==> src/rtl/tmbx_pkg.sv <==
package tmbx_pkg;

  // ----------------------------------------------------------------
  // Register map
  // ----------------------------------------------------------------
  localparam int TMBX_IDX_CTRL = 8'h38;
  localparam int TMBX_IDX_PRELOAD = 8'h39;
  localparam int TMBX_ADDR_W = 8;
  localparam logic [TMBX_ADDR_W-1:0] TMBX_ADDR_CTRL = TMBX_ADDR_W'(TMBX_IDX_CTRL * 4);
  localparam logic [TMBX_ADDR_W-1:0] TMBX_ADDR_PRELOAD = TMBX_ADDR_W'(TMBX_IDX_PRELOAD * 4);

  // ----------------------------------------------------------------
  // Control/status field positions
  // ----------------------------------------------------------------
  localparam int TMBX_BIT_TB_LO = 6;
  localparam int TMBX_BIT_OVF = 5;
  localparam int TMBX_BIT_OVERFLOW_IRQ_ENABLE = 4;
  localparam int TMBX_BIT_TAR = 3;
  localparam int TMBX_BIT_EXT = 2;
  localparam int TMBX_BIT_EDG = 1;
  localparam int TMBX_BIT_EEF = 0;

  // ----------------------------------------------------------------
  // Reset values
  // ----------------------------------------------------------------
  localparam logic [7:0] TMBX_CTRL_RST = 8'h00;
  localparam logic [7:0] TMBX_PRELOAD_RST = 8'h01;

  // ----------------------------------------------------------------
  // Timing
  // ----------------------------------------------------------------
  localparam int TMBX_CLK_PERIOD_NS = 40;
  localparam int TMBX_TB_BASE_NS = 16000;
  localparam int TMBX_BASE_CYCLES = (TMBX_TB_BASE_NS + TMBX_CLK_PERIOD_NS - 1) / TMBX_CLK_PERIOD_NS;
  localparam logic [4:0] TMBX_MULT_X1 = 5'h01;
  localparam logic [4:0] TMBX_MULT_X8 = 5'h08;
  localparam logic [4:0] TMBX_MULT_X16 = 5'h10;

  typedef enum logic [1:0] {
    TMBX_TB_X1,
    TMBX_TB_X8,
    TMBX_TB_X16,
    TMBX_TB_RSVD
  } tmbx_tb_t;

  // Number of base periods in one count period.
  function automatic logic [4:0] tmbx_mult(input logic [1:0] tb);
    unique case (tmbx_tb_t'(tb))
      TMBX_TB_X1: tmbx_mult = TMBX_MULT_X1;
      TMBX_TB_X8: tmbx_mult = TMBX_MULT_X8;
      TMBX_TB_X16: tmbx_mult = TMBX_MULT_X16;
      TMBX_TB_RSVD: tmbx_mult = TMBX_MULT_X16;
    endcase
  endfunction : tmbx_mult

endpackage : tmbx_pkg

==> src/rtl/tmbx_core_if.sv <==
`timescale 1ns/1ps
interface tmbx_core_if;
  logic [1:0] tb_sel;
  logic restart;
  logic tick;
  logic edge_pol;
  logic trig_edge;
  modport core (output tb_sel, output restart, output edge_pol, input tick, input trig_edge);
  modport presc (input tb_sel, input restart, output tick);
  modport trig (input edge_pol, output trig_edge);
endinterface : tmbx_core_if

==> src/rtl/tmbx_prescale.sv <==
`timescale 1ns/1ps
module tmbx_prescale #(
  parameter int BASE_CYCLES = tmbx_pkg::TMBX_BASE_CYCLES
) (
  input wire logic ref_clk,
  input wire logic rstn,
  tmbx_core_if.presc bus
);
  import tmbx_pkg::*;

  localparam int BW = (BASE_CYCLES > 1) ? $clog2(BASE_CYCLES) : 1;

  logic [BW-1:0] base_q, base_d;
  logic [3:0] mult_q, mult_d;
  logic base_wrap;
  logic [4:0] mult_now;

  // ----------------------------------------------------------------
  // Base period and multiplier counters
  // ----------------------------------------------------------------
  always_comb begin
    mult_now = tmbx_mult(bus.tb_sel);
    base_wrap = base_q == BW'(BASE_CYCLES - 1);
    bus.tick = base_wrap && ({1'b0, mult_q} >= (mult_now - 5'h01)) && !bus.restart;
    base_d = base_wrap ? '0 : base_q + BW'(1);
    mult_d = mult_q;
    if (base_wrap) begin
      mult_d = ({1'b0, mult_q} >= (mult_now - 5'h01)) ? 4'h0 : mult_q + 4'h1;
    end
    if (bus.restart) begin
      base_d = '0;
      mult_d = 4'h0;
    end
  end

  always_ff @(posedge ref_clk or negedge rstn) begin
    if (!rstn) begin
      base_q <= '0;
      mult_q <= 4'h0;
    end else begin
      base_q <= base_d;
      mult_q <= mult_d;
    end
  end

  // ----------------------------------------------------------------
  // Checks
  // ----------------------------------------------------------------
  logic [15:0] gap_q;
  logic dirty_q;
  logic [1:0] tb_prev_q;
  always_ff @(posedge ref_clk or negedge rstn) begin
    if (!rstn) begin
      gap_q <= 16'h0000;
      dirty_q <= 1'b1;
      tb_prev_q <= 2'h0;
    end else begin
      tb_prev_q <= bus.tb_sel;
      gap_q <= (bus.tick || bus.restart) ? 16'h0000 : gap_q + 16'h0001;
      dirty_q <= (bus.tick || bus.restart) ? 1'b0 : (dirty_q || (bus.tb_sel != tb_prev_q));
    end
  end

  property p_period;
    @(posedge ref_clk) disable iff (!rstn)
    bus.tick && !dirty_q && (bus.tb_sel == tb_prev_q) |-> gap_q == 16'(BASE_CYCLES * int'(mult_now) - 1);
  endproperty
  a_period: assert property (p_period) else $error("count period length wrong");

endmodule : tmbx_prescale

==> src/rtl/tmbx_timer.sv <==
`timescale 1ns/1ps
// What this block does
// - Two-bit time base picks one, eight or sixteen base periods; code 11 reserved.
// - Counter counts down to 00h and loads on every preload register write.
// - With auto-reload set, counter reloads from preload each time it reaches 00h.
// - Overflow flag sets at 00h; interrupt while flag and enable both set.
// - Reading control/status clears overflow flag; writes never clear it.
// - Auto-reload clear: one-shot, stops at 00h, restarts on preload write.
// - External mode preloads but only the selected edge starts counting.
// - Polarity bit 0 selects rising edge, 1 selects falling edge.
// - Accepted edge sets event flag, preloads counter and starts countdown.
// - Edges during a running countdown are ignored until 00h.
// - No reload plus external: only first pulse starts; leave by changing mode.
// - Reload plus external: preload at 00h, then wait for next edge.
// - Event flag clears at 00h in external mode and on mode bit change.
// - Internal mode: edge sets event flag, never cleared by the counter.
// - Running count value is never readable.
// - Preload N gives a countdown of N plus one periods.
module tmbx_timer #(
  parameter int BASE_CYCLES = tmbx_pkg::TMBX_BASE_CYCLES
) (
  input wire logic ref_clk,
  input wire logic rstn,
  input wire logic [tmbx_pkg::TMBX_ADDR_W-1:0] avs_address,
  input wire logic avs_read,
  input wire logic avs_write,
  input wire logic [31:0] avs_writedata,
  input wire logic [3:0] avs_byteenable,
  output logic [31:0] avs_readdata,
  output logic avs_waitrequest,
  input wire logic trig_in,
  output logic irq
);
  import tmbx_pkg::*;

  if (BASE_CYCLES < 2) begin : g_chk
    $error("BASE_CYCLES must be at least 2");
  end

  typedef enum logic [1:0] {
    TMBX_IDLE,
    TMBX_ARMED,
    TMBX_RUN
  } tmbx_state_t;

  tmbx_core_if u_if ();

  tmbx_prescale #(.BASE_CYCLES(BASE_CYCLES)) u_presc (
    .ref_clk(ref_clk),
    .rstn(rstn),
    .bus(u_if.presc)
  );

  tmbx_trig_sync u_trig (
    .ref_clk(ref_clk),
    .rstn(rstn),
    .trig_in(trig_in),
    .bus(u_if.trig)
  );

  logic [1:0] tb_q, tb_d;
  logic ovf_q, ovf_d;
  logic overflow_irq_enable_q, overflow_irq_enable_d;
  logic tar_q, tar_d;
  logic ext_q, ext_d;
  logic edg_q, edg_d;
  logic eef_q, eef_d;
  logic [7:0] pre_q, pre_d;
  logic [7:0] cnt_q, cnt_d;
  tmbx_state_t st_q, st_d;
  logic [31:0] rdata_q, rdata_d;
  logic wait_q, wait_d;
  logic irq_q, irq_d;
  logic restart;
  logic req, acc, wr_ctrl, wr_pre, rd_ctrl, terminal;
  logic [7:0] ctrl_view;

  assign u_if.tb_sel = tb_q;
  assign u_if.edge_pol = edg_q;
  assign u_if.restart = restart;
  assign avs_readdata = rdata_q;
  assign avs_waitrequest = wait_q;
  assign irq = irq_q;

  // ----------------------------------------------------------------
  // Bus decode
  // ----------------------------------------------------------------
  always_comb begin
    req = avs_read || avs_write;
    acc = req && !wait_q;
    wr_ctrl = acc && avs_write && avs_byteenable[0] && (avs_address == TMBX_ADDR_CTRL);
    wr_pre = acc && avs_write && avs_byteenable[0] && (avs_address == TMBX_ADDR_PRELOAD);
    rd_ctrl = acc && avs_read && (avs_address == TMBX_ADDR_CTRL);
    terminal = (st_q == TMBX_RUN) && u_if.tick && (cnt_q == 8'h00);
    ctrl_view = {tb_q, ovf_q, overflow_irq_enable_q, tar_q, ext_q, edg_q, eef_q};
  end

  // ----------------------------------------------------------------
  // Next state
  // ----------------------------------------------------------------
  always_comb begin
    tb_d = tb_q;
    ovf_d = ovf_q;
    overflow_irq_enable_d = overflow_irq_enable_q;
    tar_d = tar_q;
    ext_d = ext_q;
    edg_d = edg_q;
    eef_d = eef_q;
    pre_d = pre_q;
    cnt_d = cnt_q;
    st_d = st_q;
    restart = 1'b0;
    rdata_d = rdata_q;
    wait_d = !(req && wait_q);
    if (req && wait_q) begin
      if (avs_read && (avs_address == TMBX_ADDR_CTRL)) begin
        rdata_d = {24'h000000, ctrl_view};
      end else if (avs_read && (avs_address == TMBX_ADDR_PRELOAD)) begin
        rdata_d = {24'h000000, pre_q};
      end else begin
        rdata_d = 32'h00000000;
      end
    end
    if (wr_ctrl) begin
      tb_d = avs_writedata[TMBX_BIT_TB_LO +: 2];
      overflow_irq_enable_d = avs_writedata[TMBX_BIT_OVERFLOW_IRQ_ENABLE];
      tar_d = avs_writedata[TMBX_BIT_TAR];
      ext_d = avs_writedata[TMBX_BIT_EXT];
      edg_d = avs_writedata[TMBX_BIT_EDG];
      if (avs_writedata[TMBX_BIT_EXT] != ext_q) begin
        eef_d = 1'b0;
        cnt_d = pre_q;
        restart = 1'b1;
        st_d = avs_writedata[TMBX_BIT_EXT] ? TMBX_ARMED : TMBX_IDLE;
      end
    end
    if (rd_ctrl && rdata_q[TMBX_BIT_OVF]) begin
      ovf_d = 1'b0;
    end
    if ((st_q == TMBX_RUN) && u_if.tick && (cnt_q != 8'h00)) begin
      cnt_d = cnt_q - 8'h01;
    end
    if (terminal) begin
      ovf_d = 1'b1;
      if (ext_q) begin
        eef_d = 1'b0;
      end
      unique case ({tar_q, ext_q})
        2'b10: begin
          cnt_d = pre_q;
          st_d = TMBX_RUN;
        end
        2'b11: begin
          cnt_d = pre_q;
          st_d = TMBX_ARMED;
        end
        default: begin
          st_d = TMBX_IDLE;
        end
      endcase
    end
    if (u_if.trig_edge) begin
      if (!ext_q) begin
        eef_d = 1'b1;
      end else if (st_q == TMBX_ARMED) begin
        eef_d = 1'b1;
        cnt_d = pre_q;
        st_d = TMBX_RUN;
        restart = 1'b1;
      end
    end
    if (wr_pre) begin
      pre_d = avs_writedata[7:0];
      cnt_d = avs_writedata[7:0];
      restart = 1'b1;
      st_d = ext_q ? TMBX_ARMED : TMBX_RUN;
    end
    irq_d = ovf_d && overflow_irq_enable_d;
  end

  // ----------------------------------------------------------------
  // Registers
  // ----------------------------------------------------------------
  always_ff @(posedge ref_clk or negedge rstn) begin
    if (!rstn) begin
      tb_q <= TMBX_CTRL_RST[TMBX_BIT_TB_LO +: 2];
      ovf_q <= TMBX_CTRL_RST[TMBX_BIT_OVF];
      overflow_irq_enable_q <= TMBX_CTRL_RST[TMBX_BIT_OVERFLOW_IRQ_ENABLE];
      tar_q <= TMBX_CTRL_RST[TMBX_BIT_TAR];
      ext_q <= TMBX_CTRL_RST[TMBX_BIT_EXT];
      edg_q <= TMBX_CTRL_RST[TMBX_BIT_EDG];
      eef_q <= TMBX_CTRL_RST[TMBX_BIT_EEF];
      pre_q <= TMBX_PRELOAD_RST;
      cnt_q <= 8'h00;
      st_q <= TMBX_IDLE;
      rdata_q <= 32'h00000000;
      wait_q <= 1'b1;
      irq_q <= 1'b0;
    end else begin
      tb_q <= tb_d;
      ovf_q <= ovf_d;
      overflow_irq_enable_q <= overflow_irq_enable_d;
      tar_q <= tar_d;
      ext_q <= ext_d;
      edg_q <= edg_d;
      eef_q <= eef_d;
      pre_q <= pre_d;
      cnt_q <= cnt_d;
      st_q <= st_d;
      rdata_q <= rdata_d;
      wait_q <= wait_d;
      irq_q <= irq_d;
    end
  end

  // ----------------------------------------------------------------
  // Checks
  // ----------------------------------------------------------------
  property p_ovf_set;
    @(posedge ref_clk) disable iff (!rstn)
    terminal |=> ovf_q;
  endproperty
  a_ovf_set: assert property (p_ovf_set) else $error("overflow flag not set at terminal count");

  property p_irq;
    @(posedge ref_clk) disable iff (!rstn)
    irq_q == (ovf_q && overflow_irq_enable_q);
  endproperty
  a_irq: assert property (p_irq) else $error("interrupt does not follow flag and enable");

  property p_ovf_rd_clear;
    @(posedge ref_clk) disable iff (!rstn)
    rd_ctrl && rdata_q[TMBX_BIT_OVF] && !terminal |=> !ovf_q;
  endproperty
  a_ovf_rd_clear: assert property (p_ovf_rd_clear) else $error("status read did not clear overflow");

  property p_ovf_wr_keep;
    @(posedge ref_clk) disable iff (!rstn)
    wr_ctrl && ovf_q |=> ovf_q;
  endproperty
  a_ovf_wr_keep: assert property (p_ovf_wr_keep) else $error("write cleared overflow flag");

  property p_preload_int;
    @(posedge ref_clk) disable iff (!rstn)
    wr_pre && !ext_q |=> (cnt_q == $past(avs_writedata[7:0])) && (st_q == TMBX_RUN) && (pre_q == cnt_q);
  endproperty
  a_preload_int: assert property (p_preload_int) else $error("preload write did not start countdown");

  property p_preload_ext;
    @(posedge ref_clk) disable iff (!rstn)
    wr_pre && ext_q |=> (st_q == TMBX_ARMED) ##1 (st_q != TMBX_RUN || $past(u_if.trig_edge));
  endproperty
  a_preload_ext: assert property (p_preload_ext) else $error("external mode started without edge");

  property p_reload;
    @(posedge ref_clk) disable iff (!rstn)
    terminal && tar_q && !ext_q && !acc |=> (cnt_q == pre_q) && (st_q == TMBX_RUN);
  endproperty
  a_reload: assert property (p_reload) else $error("auto-reload missing");

  property p_oneshot;
    @(posedge ref_clk) disable iff (!rstn)
    terminal && !tar_q && !acc |=> (st_q == TMBX_IDLE) ##1 (st_q == TMBX_IDLE || $past(acc));
  endproperty
  a_oneshot: assert property (p_oneshot) else $error("one-shot did not stop");

  property p_ext_start;
    @(posedge ref_clk) disable iff (!rstn)
    (st_q == TMBX_ARMED) && ext_q && u_if.trig_edge && !acc |=> eef_q && (st_q == TMBX_RUN) && (cnt_q == pre_q);
  endproperty
  a_ext_start: assert property (p_ext_start) else $error("edge did not start countdown");

  property p_no_retrig;
    @(posedge ref_clk) disable iff (!rstn)
    (st_q == TMBX_RUN) && ext_q && u_if.trig_edge && !terminal && !acc |=> $stable(eef_q) && (st_q == TMBX_RUN);
  endproperty
  a_no_retrig: assert property (p_no_retrig) else $error("edge retriggered running countdown");

  property p_ext_wait;
    @(posedge ref_clk) disable iff (!rstn)
    terminal && tar_q && ext_q && !acc |=> (st_q == TMBX_ARMED) && (cnt_q == pre_q) && !eef_q;
  endproperty
  a_ext_wait: assert property (p_ext_wait) else $error("reload external mode did not rearm");

  property p_eef_mode;
    @(posedge ref_clk) disable iff (!rstn)
    wr_ctrl && (avs_writedata[TMBX_BIT_EXT] != ext_q) && !u_if.trig_edge |=> !eef_q;
  endproperty
  a_eef_mode: assert property (p_eef_mode) else $error("mode change did not clear event flag");

  property p_eef_int;
    @(posedge ref_clk) disable iff (!rstn)
    !ext_q && eef_q && !wr_ctrl |=> eef_q;
  endproperty
  a_eef_int: assert property (p_eef_int) else $error("internal mode cleared event flag");

  property p_waitreq;
    @(posedge ref_clk) disable iff (!rstn)
    req && wait_q |=> !wait_q ##1 wait_q;
  endproperty
  a_waitreq: assert property (p_waitreq) else $error("bus answer timing wrong");

  c_autoreload: cover property (@(posedge ref_clk) disable iff (!rstn) terminal && tar_q && !ext_q);
  c_ext_start: cover property (@(posedge ref_clk) disable iff (!rstn) (st_q == TMBX_ARMED) && u_if.trig_edge);
  c_rd_clear: cover property (@(posedge ref_clk) disable iff (!rstn) rd_ctrl && rdata_q[TMBX_BIT_OVF]);
  c_oneshot_ext: cover property (@(posedge ref_clk) disable iff (!rstn) terminal && !tar_q && ext_q);

endmodule : tmbx_timer

==> src/rtl/tmbx_trig_sync.sv <==
`timescale 1ns/1ps
module tmbx_trig_sync (
  input wire logic ref_clk,
  input wire logic rstn,
  input wire logic trig_in,
  tmbx_core_if.trig bus
);
  import tmbx_pkg::*;

  logic [2:0] sh_q, sh_d;

  // ----------------------------------------------------------------
  // Two-stage synchroniser plus one history stage
  // ----------------------------------------------------------------
  always_comb begin
    sh_d = {sh_q[1:0], trig_in};
    bus.trig_edge = bus.edge_pol ? (sh_q[2] && !sh_q[1]) : (!sh_q[2] && sh_q[1]);
  end

  always_ff @(posedge ref_clk or negedge rstn) begin
    if (!rstn) begin
      sh_q <= 3'h0;
    end else begin
      sh_q <= sh_d;
    end
  end

  property p_edge;
    @(posedge ref_clk) disable iff (!rstn)
    bus.trig_edge |-> ($past(trig_in, 2) == !bus.edge_pol) && ($past(trig_in, 3) == bus.edge_pol);
  endproperty
  a_edge: assert property (p_edge) else $error("edge reported without matching input transition");

endmodule : tmbx_trig_sync

==> config.mk <==
export PLATFORM = sky130hd
export DESIGN_NAME = tmbx_timer
export DESIGN_NICKNAME = d
export VERILOG_FILES = /design/src/rtl/tmbx_pkg.sv /design/src/rtl/tmbx_core_if.sv /design/src/rtl/tmbx_prescale.sv /design/src/rtl/tmbx_timer.sv /design/src/rtl/tmbx_trig_sync.sv
export SDC_FILE = /design/constraint.sdc
export NUM_CORES = 1
export LEC_CHECK = 0
export ABC_AREA = 1
export BUFFER_PORTS_ARGS = -buffer_cell sky130_fd_sc_hd__buf_2
export CAP_MARGIN = 30
export CORE_ASPECT_RATIO = 0.75
export CORE_MARGIN = 2
export CORE_UTILIZATION = 53
export DETAILED_ROUTE_END_ITERATION = 8
export PLACE_DENSITY = 0.84
export SETUP_SLACK_MARGIN = 0.15
export SYNTH_ARGS = -nofsm -noshare
export SYNTH_HDL_FRONTEND = slang
export SYNTH_HIERARCHICAL = 1
export SYNTH_SLANG_ARGS = --single-unit
==> constraint.sdc <==
create_clock -name ref_clk -period 3 [get_ports ref_clk]
set_input_delay 0.45 -clock ref_clk [delete_from_list [all_inputs] [get_ports ref_clk]]
set_output_delay 0.45 -clock ref_clk [all_outputs]
set_load 0.01 [all_outputs]
* Word level (Yosys, flattened, before mapping)
Index checks and enable logic that the tools add are counted.
** Word-level totals
- Register bits after elaboration :: 76
- Input port bits :: 49
- Output and inout bits :: 34
- Word-level logic and storage cells :: 107
** Cells by class
- $add $sub $neg :: 4
- $lt $le $gt $ge :: 1
- Equal/unequal tests :: 11
- Multiplexer cells :: 44
- Reduce and logical (&&, ||, !) cells :: 31
** Operator list (count)
- $mux W8 :: 11
- $logic_and A1 B1 Y1 :: 19
- $mux W1 :: 18
- $mux W9 :: 2
- $eq A8 B8 Y1 const B :: 2
- $mux W2 :: 8
- $pmux W5 S3 :: 1
- $mux W4 :: 3
- $eq A2 B2 Y1 const B :: 5
- $add A9 B1 Y9 const B :: 1
- $eq A9 B9 Y1 const B :: 1
- $logic_not A8 Y1 :: 1
- $reduce_bool A8 Y1 :: 1
- $sub A8 B1 Y8 const B :: 1
- $ge A4 B5 Y1 :: 1
- $logic_not A1 Y1 :: 5
- $sub A5 B1 Y5 const B :: 1
- $add A4 B1 Y4 const B :: 1
- $eq A2 B1 Y1 const B :: 2
- $pmux W2 S2 :: 1
- $reduce_or A2 Y1 :: 2
- $logic_not A2 Y1 :: 1
- $reduce_bool A2 Y1 :: 1
- $logic_or A1 B1 Y1 :: 1
- $ne A1 B1 Y1 :: 1

* Depth between registers and ports, before layout
- Word-level depth :: 21
- Depth in mapped cells :: 19
- Depth with buffers taken out :: 19

* By module
Netlist, hierarchy kept.
** By module, submodules not included
- tmbx_timer :: instances 1, cells each 302, area each 2243.4 sq um, seq. area each 903.4 sq um
- tmbx_prescale :: instances 1, cells each 101, area each 767.0 sq um, seq. area each 325.3 sq um
- tmbx_trig_sync :: instances 1, cells each 9, area each 100.1 sq um, seq. area each 75.1 sq um

* Worst setup path before layout
Ideal clock, no wire load.
- Path type :: register to register
- Start point :: reg wait_q, in the netlist avs_waitrequest
- End point :: reg cnt_q[7]
- Setup time :: 0.119 ns
- Arrival :: 2.020 ns
- Required time :: 2.881 ns
- Slack :: 0.861 ns
- Stages on the path, launching flop included :: 16
- Buffers on the path :: 0
- Clock period less this slack :: 2.139 ns
- Cell sequence :: dfstp_2 nor2_4 nand3_2 nand2_1 inv_2 nand2_1 inv_1 nand2_2 nor2_1 nand2_1 nor2_2 nand2_4 nand2_4 nand2_2 a21boi_1 nand2_1
** On the way
- Longest elaborated chain between the ends :: 21
- Elaborated cells between the ends (all ways) :: 24
- Classes of those cells :: 13 x mux; 11 x reduce/logical
** RTL lines
- start, declared :: RTL line tmbx_timer.sv:72 : logic wait_q, wait_d;
- start signal, assigned :: RTL line tmbx_timer.sv:211 : wait_q <= wait_d;
- $logic_not A1 Y1 * :: RTL line tmbx_timer.sv:90 : acc = req && !wait_q;
- $logic_and A1 B1 Y1 * :: RTL line tmbx_timer.sv:90
- $logic_and A1 B1 Y1 * (2 in series) :: RTL line tmbx_timer.sv:91, tmbx_timer.sv:92
- $logic_and A1 B1 Y1 :: RTL line tmbx_timer.sv:91 : wr_ctrl = acc && avs_write && avs_byteenable[0] && (avs_address == TMBX_ADDR_CTRL);
- $mux W1 :: RTL line tmbx_timer.sv:124 : if (wr_ctrl) begin
- $mux W1 :: RTL line tmbx_timer.sv:165 : end else if (st_q == TMBX_ARMED) begin
- $mux W1 :: RTL line tmbx_timer.sv:163 : if (!ext_q) begin
- $mux W1 :: RTL line tmbx_timer.sv:162 : if (u_if.trig_edge) begin
- (+1 left out)
- via restart :: RTL line tmbx_timer.sv:74 : logic restart;
- (+2 left out)
- via u_if.tick :: RTL line tmbx_core_if.sv:5 : logic tick;
- (+2 left out)
- $mux W8 :: RTL line tmbx_timer.sv:140 : if ((st_q == TMBX_RUN) && u_if.tick && (cnt_q != 8'h00)) begin
- $mux W8 :: RTL line tmbx_timer.sv:148 : unique case ({tar_q, ext_q})
- $mux W8 * :: RTL line tmbx_timer.sv:143 : if (terminal) begin
- $mux W8 :: RTL line tmbx_timer.sv:165
- $mux W8 :: RTL line tmbx_timer.sv:163
- $mux W8 * :: RTL line tmbx_timer.sv:162
- $mux W8 * :: RTL line tmbx_timer.sv:172 : if (wr_pre) begin
- via cnt_d[7] :: RTL line tmbx_timer.sv:69 : logic [7:0] cnt_q, cnt_d;
- end signal, assigned :: RTL line tmbx_timer.sv:208 : cnt_q <= cnt_d;
- end, declared :: RTL line tmbx_timer.sv:69
Mark *: on every way through the listed nets, which the timed path passes. The rest lies on a longest branch.
A chain may end at the register's enable or synchronous reset.

* Final worst setup path
- Start point :: reg ext_q
- End point :: reg cnt_q[4]
** On the way
- Longest elaborated chain between the ends :: 18
- Elaborated cells between the ends (all ways) :: 24
- Classes of those cells :: 3 x eq/ne; 15 x mux; 6 x reduce/logical
** RTL lines
- start, declared :: RTL line tmbx_timer.sv:65 : logic ext_q, ext_d;
- start signal, assigned :: RTL line tmbx_timer.sv:190 : ext_q <= TMBX_CTRL_RST[TMBX_BIT_EXT];
- start signal, assigned :: RTL line tmbx_timer.sv:204 : ext_q <= ext_d;
- $ne A1 B1 Y1 :: RTL line tmbx_timer.sv:130 : if (avs_writedata[TMBX_BIT_EXT] != ext_q) begin
- $mux W1 :: RTL line tmbx_timer.sv:130
- $mux W1 :: RTL line tmbx_timer.sv:124
- $mux W1 :: RTL line tmbx_timer.sv:165
- $mux W1 :: RTL line tmbx_timer.sv:163
- $mux W1 * :: RTL line tmbx_timer.sv:162
- $mux W1 * :: RTL line tmbx_timer.sv:172
- via restart :: RTL line tmbx_timer.sv:74
- (+2 left out)
- via u_if.tick :: RTL line tmbx_core_if.sv:5
- (+2 left out)
- $mux W8 :: RTL line tmbx_timer.sv:140
- $mux W8 :: RTL line tmbx_timer.sv:148
- $mux W8 * :: RTL line tmbx_timer.sv:143
- $mux W8 :: RTL line tmbx_timer.sv:165
- $mux W8 :: RTL line tmbx_timer.sv:163
- $mux W8 * :: RTL line tmbx_timer.sv:162
- $mux W8 * :: RTL line tmbx_timer.sv:172
- via cnt_d[4] :: RTL line tmbx_timer.sv:69
Marks and branches as above.

==> flow_metrics.py <==
metrics = {
    "final_layout": {
        "diodes": 0,
        "fin_cells": 528,
        "nets": 504,
        "multi_input_area_um2": 1420,
        "layout_commonest_cell": "nand2_1",
        "mostFrequentLayoutCells": "nand2_1, inv_1, dfrtp_1",
        "fillers": 522,
        "drive_above_1_share_pct": 16.2,
        "regArea_um2": 1300,
        "syn_to_final_growth_pct": 8.17,
    },
    "routing": {
        "wire_per_inst_um": 11.7,
        "drt-met1-wl_mm": 2.88,
        "wl_met3_um": 377,
        "top_layer": "met4",
        "finalWirelength_mm": 6.20,
        "met2_length_mm": 2.84,
        "vias_per_cell": 4.94,
        "drc": 0,
        "vias": 2610,
        "ant_nets": 0,
        "first_iter_violations": 128,
        "first_pass_iters": 5,
    },
    "yosys": {
        "yosysSeqAreaShare_pct": 41.9,
        "synth.area.top_cells": "dfrtp_1, nand2_1, inv_1, buf_4, nand3_1",
        "ys_warn_count": 6,
        "synth.top_cell.area_share_pct": 40.2,
        "ys_ff_latch": 52,
        "ys_types": 34,
        "synth_area_per_cell_um2": 7.55,
        "yosysTopAreaCell": "dfrtp_1",
        "synth_area_um2": 3110,
        "synthCells": 412,
    },
    "floorplanning": {
        "row_count": 24,
        "start_util_pct": 54.2,
        "die_y_um": 70.3,
        "ios": 83,
        "die_w_um": 92.5,
        "dieArea_um2": 6500,
        "coreArea_um2": 5740,
    },
    "global_routing": {
        "grt_pass1_vias": 2495,
        "overflow": 0,
        "grt_pass1_wl_mm": 10.9,
        "grt_max_degree": 41,
        "antenna_found_initial": 0,
        "grtUsageTotal_pct": 20.6,
    },
    "critical_path": {
        "cp_top_family": "simple AND/OR/NAND/NOR gates",
        "cp_slowest_stage_delay_ps": 450,
        "path_cells": "inv_2 > nand2_1 > nand2_1 > nand4_2 > nand2_1 > inv_1 > nand2_2 > nor2_1 > nand2_1 > nor2_2 > nand3_2 > inv_1 > nor2_1 > nand4_1 > nand3_1",
        "cp_max_fo": 8,
        "cp-start-kind": "flip-flop",
        "worstSetupEndpointType": "flip-flop",
        "cp_slowest_cell": "dfrtp_1",
        "arrival_ps": 2740,
        "critPathBufInv": 3,
        "critPathRequiredTime_ps": 3260,
        "critPathKind": "reg2reg",
        "cpMostUsedCell": "nand2_1",
    },
    "clock_tree": {
        "path_clk_slew_ps": 100,
        "clock-sinks": 52,
        "holdBufCountCts": 0,
        "cts_tree": "yes",
        "numCtsBuffers": 5,
        "cts.path.max_buffers": 2,
        "insertion_delay_ps": 310,
        "cts_resized": 0,
        "htreeDepth": 2,
        "root_buffer": "clkbuf_8",
        "postCtsSetupRepairBufs": 0,
    },
    "sta": {
        "hold_viol_final": 0,
        "rsz0062_at_grt": "false",
        "tightest_slew_ps": 892,
        "fin_crit_ps": 2490,
        "finalCritPeriodShare_pct": 82.9,
        "slew-limit-headroom_pct": 40.5,
        "tns_ps": 0,
        "slew_violations": 0,
        "max_freq_mhz": 402,
        "setup_viol": 0,
        "skew_ps": 4.91,
    },
    "placement": {
        "dpl.hpwl_mm": 4.84,
        "gp_congestion": 0.838,
        "placed_cells": 520,
        "io_buffers": 31,
    },
    "power": {
        "powerDensity_nw_per_um2": 463,
        "p_leak_nw": 1.91,
        "vdd_drop_max_v": 0.000369,
    },
    "flow_run": {
        "cap_violations": 0,
    },
    "worst_hold_path": {
        "holdCritPathClass": "in2reg",
    },
    "outcome": {
        "status": "finished, final reports clean",
    },
}
## state kept, by name, summed over array words and instances (netlist names)
register               count
edg_q                      1
tb_q                       2
irq                        1
ext_q                      1
tar_q                      1
pre_q                      8
cnt_q                      8
st_q                       2
avs_waitrequest            1
overflow_irq_enable_q      1
u_trig/sh_q                3
u_presc/base_q             9
u_presc/mult_q             4
ovf_q                      1
eef_q                      1
avs_readdata               8
## through the flow
step	hold WS, ps	power (W)	area, µm²	setup slack (ps)	utilization, %
after floorplan	154	0.00107	3200	861	-
after detailed placement	342	0.00114	3270	387	57.0
after CTS	228	0.00157	3360	512	58.7
after global placement	334	0.00112	3270	456	57.0
after global routing	233	0.00165	3360	276	58.7
final	234	0.00156	3360	513	58.7
## worst reg2reg max path, delay by kind of cell (launching register included)
family | cells | cell delay [ps]
simple gates | 12 | 1640
flops | 1 | 450
buf+inv | 3 | 350
## synthesized netlist by cell type (all sizes together)
library cell / number
ha: 6
nor3b: 1
conb: 1
and2: 1
nor3: 3
buf: 27
o22ai: 8
dfstp: 2
xor2: 6
a21oi: 8
a21boi: 2
nand3: 41
nor2: 46
dfrtp: 50
or2: 2
o21bai: 1
inv: 73
nand4: 4
a31oi: 2
nand2: 99
o21ai: 29
## final cells by class
cell class	count	share of cell area, %
clock inverter	3	0.818
clock buffer	5	2.05
multi-input combinational	283	42.1
tap	78	2.90
timing repair buffer	34	5.28
sequential	52	38.8
inverter	73	8.14
## worst paths after layout
| kind | start | end | slack [ps] | cells after the start |
|---|---|---|---|---|
| min in group asynchronous | rstn | u_trig/sh_q[0] | 250 | 1 |
| worst min register to register | u_trig/sh_q[0] | u_trig/sh_q[1] | 360 | 0 |
| worst max register to register | ext_q | cnt_q[4] | 510 | 15 |
| worst min-delay path | trig_in | u_trig/sh_q[0] | 230 | 1 |
| max in group asynchronous | rstn | pre_q[0] | 2020 | 2 |
| worst max-delay path | ext_q | cnt_q[4] | 510 | 15 |
## power by group
group / internal (W) / switching [W] / total, W / leakage (nW)
combinational: 0.000106 / 0.000183 / 0.000289 / 1.24
sequential: 0.000773 / 0.0000696 / 0.000842 / 0.626
clock: 0.000172 / 0.000255 / 0.000427 / 0.0463
total: 0.00105 / 0.000507 / 0.00156 / 1.91
## kinds of logic (layout without fill, tap and decap cells)
kind of cell | Yosys count | count (layout) | share of synthesized area [%]
flip-flops | 52 | 52 | 41.9
AND/OR/NAND/NOR | 197 | 197 | 29.7
AO/OA/AOI/OAI | 50 | 50 | 8.81
other | 1 | 24 | 0.121
buffers and inverters | 100 | 115 | 15.4
adder cells (fa/ha/maj) | 6 | 6 | 2.41
XOR/XNOR | 6 | 6 | 1.69
## routing by layer
layer	global-route usage (%)	vias up
met5	0	-
met4	5.97	0
met3	3.67	10
met2	34.0	87
met1	27.9	1200
li1	-	1313
Note: power is estimated with default switching activity, not from simulation.
